**config.mk**
```make
export PLATFORM = sky130hd
export DESIGN_NAME = comparator_sync_vref_ctrl
export DESIGN_NICKNAME = d
export VERILOG_FILES = /design/src/csv_pkg.sv /design/src/csv_latch_if.sv /design/src/csv_in_sync.sv /design/src/csv_cmp_latch.sv /design/src/comparator_sync_vref_ctrl.sv
export VERILOG_INCLUDE_DIRS = /design/src
export SDC_FILE = /design/constraint.sdc
export NUM_CORES = 1
export LEC_CHECK = 0
export BUFFER_PORTS_ARGS = -buffer_cell sky130_fd_sc_hd__buf_2
export CAP_MARGIN = 20
export CELL_PAD_IN_SITES_DETAIL_PLACEMENT = 0
export CELL_PAD_IN_SITES_GLOBAL_PLACEMENT = 1
export CORE_AREA = 10 10 86 88
export DETAILED_ROUTE_END_ITERATION = 12
export DIE_AREA = 0 0 96 98
export GPL_TIMING_DRIVEN = 0
export PLACE_DENSITY_LB_ADDON = 0.08
export SLEW_MARGIN = 20
export SYNTH_ARGS = -nofsm -noshare
export SYNTH_HDL_FRONTEND = slang
export SYNTH_SLANG_ARGS = --single-unit
```
**constraint.sdc**
```tcl
create_clock -name clk_i -period 2.2 [get_ports clk_i]
set_input_delay 0.22 -clock clk_i [delete_from_list [all_inputs] [get_ports clk_i]]
set_output_delay 0.22 -clock clk_i [all_outputs]
set_load 0.05 [all_outputs]
```
**src/csv_params.svh**
```systemverilog
// constants for the comparator sync and reference control block
`ifndef CSV_PARAMS_SVH
`define CSV_PARAMS_SVH

// ****************************************
// bus layout
// ****************************************
`define CSV_ADR_W          4
`define CSV_DAT_W          32
`define CSV_REG_W          8
`define CSV_SEL_W          4
`define CSV_ADDR_GATE_SYNC 4'h0
`define CSV_ADDR_REF_LEVEL 4'h4
`define CSV_SEL_LOW_LANE   0

// ****************************************
// gate sync control fields
// ****************************************
`define CSV_GS_SYNC_BIT    0
`define CSV_GS_SEL_BIT     1
`define CSV_GS_RESET       8'h02
`define CSV_GS_WMASK       8'h03

// ****************************************
// reference control fields
// ****************************************
`define CSV_RL_EN_BIT      7
`define CSV_RL_RANGE_BIT   5
`define CSV_RL_LVL_MSB     3
`define CSV_RL_LVL_LSB     0
`define CSV_RL_RESET       8'h00
`define CSV_RL_WMASK       8'hAF

// ****************************************
// reference level in 96ths of supply
// ****************************************
`define CSV_LVL_W          4
`define CSV_REF_W          7
`define CSV_REF_HI_BASE    7'h18
`define CSV_REF_HI_STEP    7'h03
`define CSV_REF_LO_STEP    7'h04
`define CSV_REF_GND        7'h00

`endif

```
**src/csv_pkg.sv**
```systemverilog
// types shared by the comparator sync and reference control block
package csv_pkg;

  typedef logic [7:0] csv_byte_t;

  typedef enum logic {
    CSV_BUS_IDLE,
    CSV_BUS_ACK
  } csv_bus_state_e;

endpackage : csv_pkg

```
**src/csv_latch_if.sv**
```systemverilog
// signals between the register block and the comparator latch
`timescale 1ns/100ps

interface csv_latch_if;
  logic sync_en;
  logic presc_used;
  logic raw_clk_lvl;
  logic presc_clk_lvl;
  logic cmp_lvl;
  logic cmp_latched;

  modport ctrl  (output sync_en, presc_used, raw_clk_lvl, presc_clk_lvl, cmp_lvl, input cmp_latched);
  modport latch (input sync_en, presc_used, raw_clk_lvl, presc_clk_lvl, cmp_lvl, output cmp_latched);
endinterface : csv_latch_if

```
**src/csv_in_sync.sv**
```systemverilog
// three-stage input synchroniser with agreement filter
`timescale 1ns/100ps

module csv_in_sync (
  // clock and reset
  input  wire logic clk_i,
  input  wire logic rst_n_i,
  // pin side
  input  wire logic async_i,
  // filtered level
  output logic      level_o
);

  logic s1_reg, s2_reg, s3_reg, lvl_reg;
  logic lvl_next;

  // a change counts only when the last two stages agree
  always_comb begin
    lvl_next = lvl_reg;
    if (s2_reg == s3_reg) begin
      lvl_next = s3_reg;
    end
  end

  always_ff @(posedge clk_i or negedge rst_n_i) begin
    if (!rst_n_i) begin
      s1_reg  <= 1'b0;
      s2_reg  <= 1'b0;
      s3_reg  <= 1'b0;
      lvl_reg <= 1'b0;
    end else begin
      s1_reg  <= async_i;
      s2_reg  <= s1_reg;
      s3_reg  <= s2_reg;
      lvl_reg <= lvl_next;
    end
  end

  assign level_o = lvl_reg;

endmodule : csv_in_sync

```
**src/csv_cmp_latch.sv**
```systemverilog
// comparator latch taken on the falling edge of the timer clock
`timescale 1ns/100ps

module csv_cmp_latch (
  // clock and reset
  input  wire logic  clk_i,
  input  wire logic  rst_n_i,
  // control and levels
  csv_latch_if.latch lif
);

  logic tclk_prev_reg, latched_reg;
  logic tclk_sel, tclk_fall, latched_next;

  always_comb begin
    // prescaled clock replaces the raw one when a prescaler is in use
    tclk_sel     = lif.presc_used ? lif.presc_clk_lvl : lif.raw_clk_lvl;
    tclk_fall    = tclk_prev_reg & ~tclk_sel;
    latched_next = latched_reg;
    if (lif.sync_en && tclk_fall) begin
      latched_next = lif.cmp_lvl;
    end
  end

  always_ff @(posedge clk_i or negedge rst_n_i) begin
    if (!rst_n_i) begin
      tclk_prev_reg <= 1'b0;
      latched_reg   <= 1'b0;
    end else begin
      tclk_prev_reg <= tclk_sel;
      latched_reg   <= latched_next;
    end
  end

  assign lif.cmp_latched = latched_reg;

endmodule : csv_cmp_latch

```
**src/comparator_sync_vref_ctrl.sv**
```systemverilog
// register bank for comparator-to-timer sync, gate select and reference control
//
// What this block does
// With sync on, the second comparator output is latched at each falling timer clock edge and sent on.
// With a prescaler in use, the latch follows the prescaled timer clock instead of the raw one.
// The timer counts on the rising clock edge so it never samples the latch as it changes.
// With sync off, the comparator output goes to the timer unlatched and asynchronous.
// Gate select bit 1 picks the external gate pin when 1 and the comparator output when 0.
// Sync enable sits at bit 0 of the gate sync register and is read and written by software.
// Bits 7 to 2 of the gate sync register ignore writes and read as zero.
// Reference enable at bit 7 powers the cell when 1, and when 0 powers it down with output at ground.
// The reference control works regardless of the comparator mode settings.
// Range select at bit 5 chooses the low range when 1 and the high range when 0.
// Level code in bits 3 to 0 picks one of 16 levels, 0 to 15.
// Output is code/24 of supply in low range, and supply/4 plus code/32 of supply in high range.
// Enable 0, range 1, code 0000 gives a ground reference drawing no reference current.
// Bits 6 and 4 of the reference register ignore writes and read as zero.
// Reset returns both control registers to their reset values.
// Gating by the comparator acts only while the timer runs with gating enabled.
// Enable, range and level code are static outputs updated with the register write.
//
// Design decisions made here: the Wishbone slave port and the placing of the registers.
`timescale 1ns/100ps
`include "csv_params.svh"

module comparator_sync_vref_ctrl (
  // clock and reset
  input  wire logic                   clk_i,
  input  wire logic                   rst_n_i,
  // wishbone slave
  input  wire logic                   wb_cyc_i,
  input  wire logic                   wb_stb_i,
  input  wire logic                   wb_we_i,
  input  wire logic [`CSV_ADR_W-1:0]  wb_adr_i,
  input  wire logic [`CSV_SEL_W-1:0]  wb_sel_i,
  input  wire logic [`CSV_DAT_W-1:0]  wb_dat_i,
  output logic      [`CSV_DAT_W-1:0]  wb_dat_o,
  output logic                        wb_ack_o,
  // gated timer side
  input  wire logic                   timer_clk_src_i,
  input  wire logic                   timer_presc_clk_i,
  input  wire logic                   timer_presc_used_i,
  input  wire logic                   second_comparator_i,
  input  wire logic                   external_gate_pin_i,
  output logic                        comparator_to_timer_o,
  output logic                        timer_gate_o,
  output logic                        sync_to_timer_enable_o,
  output logic                        gate_source_select_o,
  // reference cell side
  output logic                        ref_enable_o,
  output logic                        ref_range_select_o,
  output logic      [`CSV_LVL_W-1:0]  ref_level_code_o,
  output logic      [`CSV_REF_W-1:0]  internal_ref_output_o
);

  // ****************************************
  // reference level arithmetic
  // ****************************************
  // level in 96ths of supply: 96 is the least common multiple of 24, 32 and 4
  function automatic logic [`CSV_REF_W-1:0] csv_ref_96ths(
    input logic                  en,
    input logic                  low_range,
    input logic [`CSV_LVL_W-1:0] code
  );
    logic [`CSV_REF_W-1:0] code_w;
    code_w = {3'h0, code};
    if (!en) begin
      csv_ref_96ths = `CSV_REF_GND;
    end else if (low_range) begin
      csv_ref_96ths = 7'(code_w * `CSV_REF_LO_STEP);
    end else begin
      csv_ref_96ths = 7'(`CSV_REF_HI_BASE + code_w * `CSV_REF_HI_STEP);
    end
  endfunction : csv_ref_96ths

  // ****************************************
  // bus slave and registers
  // ****************************************
  csv_pkg::csv_bus_state_e bus_state_reg, bus_state_next;
  csv_pkg::csv_byte_t      gate_sync_reg, gate_sync_next;
  csv_pkg::csv_byte_t      ref_level_reg, ref_level_next;
  logic [`CSV_DAT_W-1:0]   rdata_reg, rdata_next;
  logic                    req;
  logic                    lane_on;

  assign req     = wb_cyc_i & wb_stb_i;
  assign lane_on = wb_sel_i[`CSV_SEL_LOW_LANE];

  // one wait state: ack rises the cycle after the request and falls the next;
  // the write lands at the edge where ack rises
  always_comb begin
    bus_state_next = bus_state_reg;
    gate_sync_next = gate_sync_reg;
    ref_level_next = ref_level_reg;
    rdata_next     = rdata_reg;
    case (bus_state_reg)
      csv_pkg::CSV_BUS_IDLE: begin
        if (req) begin
          bus_state_next = csv_pkg::CSV_BUS_ACK;
          rdata_next     = '0;
          case (wb_adr_i)
            `CSV_ADDR_GATE_SYNC: begin
              rdata_next = {24'h0, gate_sync_reg & `CSV_GS_WMASK};
              if (wb_we_i && lane_on) begin
                gate_sync_next = wb_dat_i[7:0] & `CSV_GS_WMASK;
              end
            end
            `CSV_ADDR_REF_LEVEL: begin
              rdata_next = {24'h0, ref_level_reg & `CSV_RL_WMASK};
              // no dependence on comparator modes, writes accepted whenever byte lane 0 is selected
              if (wb_we_i && lane_on) begin
                ref_level_next = wb_dat_i[7:0] & `CSV_RL_WMASK;
              end
            end
            default: begin
              rdata_next = '0;
            end
          endcase
        end
      end
      csv_pkg::CSV_BUS_ACK: begin
        bus_state_next = csv_pkg::CSV_BUS_IDLE;
      end
      default: begin
        bus_state_next = csv_pkg::CSV_BUS_IDLE;
      end
    endcase
  end

  always_ff @(posedge clk_i or negedge rst_n_i) begin
    if (!rst_n_i) begin
      bus_state_reg <= csv_pkg::CSV_BUS_IDLE;
      gate_sync_reg <= `CSV_GS_RESET;
      ref_level_reg <= `CSV_RL_RESET;
      rdata_reg     <= '0;
    end else begin
      bus_state_reg <= bus_state_next;
      gate_sync_reg <= gate_sync_next;
      ref_level_reg <= ref_level_next;
      rdata_reg     <= rdata_next;
    end
  end

  assign wb_ack_o = (bus_state_reg == csv_pkg::CSV_BUS_ACK);
  assign wb_dat_o = rdata_reg;

  // ****************************************
  // comparator path to the timer
  // ****************************************
  csv_latch_if lif ();

  csv_in_sync u_sync_raw (
    .clk_i   (clk_i),
    .rst_n_i (rst_n_i),
    .async_i (timer_clk_src_i),
    .level_o (lif.raw_clk_lvl)
  );

  csv_in_sync u_sync_presc (
    .clk_i   (clk_i),
    .rst_n_i (rst_n_i),
    .async_i (timer_presc_clk_i),
    .level_o (lif.presc_clk_lvl)
  );

  csv_in_sync u_sync_cmp (
    .clk_i   (clk_i),
    .rst_n_i (rst_n_i),
    .async_i (second_comparator_i),
    .level_o (lif.cmp_lvl)
  );

  assign lif.sync_en    = gate_sync_reg[`CSV_GS_SYNC_BIT];
  assign lif.presc_used = timer_presc_used_i;

  csv_cmp_latch u_latch (
    .clk_i   (clk_i),
    .rst_n_i (rst_n_i),
    .lif     (lif.latch)
  );

  // the timer counts on rising edges, the latch moves on falling ones
  assign comparator_to_timer_o = lif.sync_en ? lif.cmp_latched : second_comparator_i;
  // the timer itself decides whether the gate matters (running, gating on)
  assign timer_gate_o = gate_sync_reg[`CSV_GS_SEL_BIT] ? external_gate_pin_i : comparator_to_timer_o;
  assign sync_to_timer_enable_o = gate_sync_reg[`CSV_GS_SYNC_BIT];
  assign gate_source_select_o   = gate_sync_reg[`CSV_GS_SEL_BIT];

  // ****************************************
  // reference cell controls
  // ****************************************
  assign ref_enable_o          = ref_level_reg[`CSV_RL_EN_BIT];
  assign ref_range_select_o    = ref_level_reg[`CSV_RL_RANGE_BIT];
  assign ref_level_code_o      = ref_level_reg[`CSV_RL_LVL_MSB:`CSV_RL_LVL_LSB];
  assign internal_ref_output_o = csv_ref_96ths(ref_enable_o, ref_range_select_o, ref_level_code_o);

endmodule : comparator_sync_vref_ctrl

```
==> run_results.csv <==
group,metric,value,unit
run_status,outcome,"finished with violations",
run_status,violations,"setup timing",
die,initial_core_util,25.96,%
die,core-area,5746,um^2
global_route,gr-total-overflow,0,
synth,synth-edff-count,0,
placed_design,portBuffers,44,
clock_tree,cts-root-buf,"clkbuf_8",
synth,synth_top_cell_area_share,46.98,%
clock_tree,cts.clk_slew.worst_paths,0.06,ns
placed_design,dp_worst_setup_slack,-0.1892,ns
global_route,grt_max_degree,30,
layout,final_util,37.37,%
synth,synth_commonest_cells,"dfrtp_1 (28), buf_4 (26), nand2_1 (13)",
layout,seq_area,732.0,um^2
sta,setup_ws,-0.3459,ns
layout,fillers,618,
synth,synth.distinct_cells,27,
placed_design,gp_congestion,0.7040,
route,drtIter0Drc,33,
setup_path,crit_fanout,4,
route,viasPerCell,3.857,
pwr,vdd_drop_max,289.3,uV
layout,final_area,2147,um^2
clock_tree,clockBufferDepth,2,
sta,relSlewSlack,56.66,%
setup_path,rr_endpoint,"ref_level_reg[7]",
global_route,gr-usage-all-layers,8.195,%
die,ios,100,
sta,max_freq,0.3928,GHz
sta,rsz0062_at_grt,"true",
die,rows,28,
sta,min_period,2.546,ns
clock_tree,clock-sinks,29,
setup_path,crit_type,"flip-flop to primary output",
sta,drv_slew,0,
die,fp.dieW,96,um
route,vias,1107,
die,die_area,9408,um^2
layout,area_growth,43.96,%
synth,avgSynthCellArea,11.38,um^2
pwr,total_power,1.422,mW
setup_path,crit_path_end_kind,"primary output",
synth,ys_seq_area_share,48.74,%
layout,multi_input_area,710.7,um^2
global_route,grt_pass1_wl,6009,um
min_path,min_from,"timer_clk_src_i",
setup_path,cp.arrival,2.33,ns
layout,drive_gt1_share,53.30,%
setup_path,critPathLaunchType,"flip-flop",
placed_design,hpwlAfterDp,3199,um
setup_path,r2r.worst_path.cells,3,
global_route,antenna_found_initial,0,
synth,yosys_warnings,0,
route,drc,0,
layout,diodes,0,
sta,fin_skew,0.01193,ns
synth,synthCells,131,
synth,async_flop_share,100.0,%
die,fp.dieH,98,um
route,first_pass_iters,4,
sta,post-route-period-util,115.7,%
sta,worst_pin_slew,0.6502,ns
pwr,cellPowerDensity,662.4,nW/um^2
layout,final_nets,267,
synth,ys_top_cells_by_area,"dfrtp_1 (47%), buf_4 (13%), mux2_2 (9.1%)",
min_path,whs_path_depth,1,
setup_path,timing.rr.start,"wb_ack_o",
synth,ys_seq_elements,29,
route,wl,3910,um
synth,synth_most_common_cell,"dfrtp_1",
clock_tree,htreeDepth,2,
synth,synth_largest_area_cell,"dfrtp_1",
min_path,hp-class,"primary input to flip-flop",
pwr,leakagePower,1.100,nW
placed_design,dpl_cell_area,1963,um^2
clock_tree,cts_tree,"yes",
clock_tree,clk_latency,0.28,ns
sta,tns,-0.8918,ns
synth,ys_dominant_reg_cell,"dfrtp_1",
route,wl_per_cell,13.62,um
global_route,grt_pass1_vias,1143,
synth,synth_area,1491,um^2
flow_run,cap_violations,0,
clock_tree,cts_buffers,5,
setup_path,required,1.98,ns
setup_path,reg2reg_slack,0.62,ns
route,final_antenna_net_count,0,
min_path,worstHoldEndpoint,"u_sync_raw.s1_reg",
sta,hold_viol,0,
sta,setup_viol,4,
## layout by cell type (no fill, tap or decap), types with 3 or more instances in the layout
cell type | synthesis | final
buf_2 | 0 | 40
buf_4 | 26 | 28
buf_6 | 0 | 4
clkbuf_1 | 2 | 4
clkbuf_8 | 0 | 6
conb_1 | 1 | 26
dfrtp_1 | 28 | 24
dfrtp_2 | 0 | 4
inv_1 | 8 | 5
maj3_1 | 3 | 3
mux2_2 | 12 | 12
mux2i_1 | 4 | 3
nand2_1 | 13 | 13
o21ai_0 | 7 | 6
## stage by stage
| step | instances | hold slack (ns) |
|---|---|---|
| after detailed placement | 275 | 0.2922 |
| after CTS | 286 | 0.04380 |
| after floorplan | 156 | -0.07559 |
| final | 287 | 0.04750 |
| after global routing | 287 | 0.03630 |
| after global placement | 275 | 0.2743 |
## power by group
part	total, mW	switching, mW	internal, mW	leakage (nW)
combinational	0.384	0.263	0.121	0.693
sequential	0.597	0.0261	0.570	0.361
clock	0.441	0.187	0.254	0.0455
## what timing repair did
item,CTS,global route
buffers inserted,2,1
pin swaps,0,4
setup endpoints to repair,4,4
hold endpoints to repair,15,0
hold buffers,1,0
gates resized for setup,10,9
## per-layer routing
metal | GRT usage (%) | share of wire [%]
met1 | 8.206 | 34
met2 | 14.40 | 55
met3 | 3.828 | 10
met4 | 2.724 | 0.64
met5 | 0 | 0
## area by class of cell
type / count / area share, %
sequential: 29 / 34.09
timing repair buffer: 48 / 13.29
multi-input combinational: 91 / 33.10
inverter: 8 / 1.515
tap: 75 / 4.371
buffer: 28 / 9.441
clock buffer: 8 / 4.196
## logic make-up (layout without fill, tap and decap cells)
kind of cell | count (synthesis) | count (layout) | synth area share [%]
xor+xnor | 1 | 1 | 0.5874
other cells | 1 | 26 | 0.2514
compound gates | 11 | 11 | 4.026
fa+ha+maj | 9 | 9 | 8.054
mux | 16 | 16 | 11.75
buf+inv | 36 | 92 | 15.60
simple gates | 28 | 28 | 10.99
flops | 29 | 29 | 48.74
## critical path: stages (launching register included)
cell	delay, ns
dfrtp_2	0.44
ha_4	0.17
inv_4	0.06
fa_1	0.40
or3b_4	0.39
a21oi_4	0.16
mux2i_4	0.24
buf_6	0.18
## how the worst max path moves through the flow
stage	from	end	slack, ns
after floorplan	ref_level_reg[2]	internal_ref_output_o[5]	-0.21
after global placement	ref_level_reg[2]	internal_ref_output_o[5]	-0.18
after detailed placement	ref_level_reg[2]	internal_ref_output_o[5]	-0.19
after CTS	ref_level_reg[2]	internal_ref_output_o[5]	-0.36
after global routing	ref_level_reg[2]	internal_ref_output_o[5]	-0.44
final	ref_level_reg[2]	internal_ref_output_o[5]	-0.35
Power figures use the tool's default switching activity.
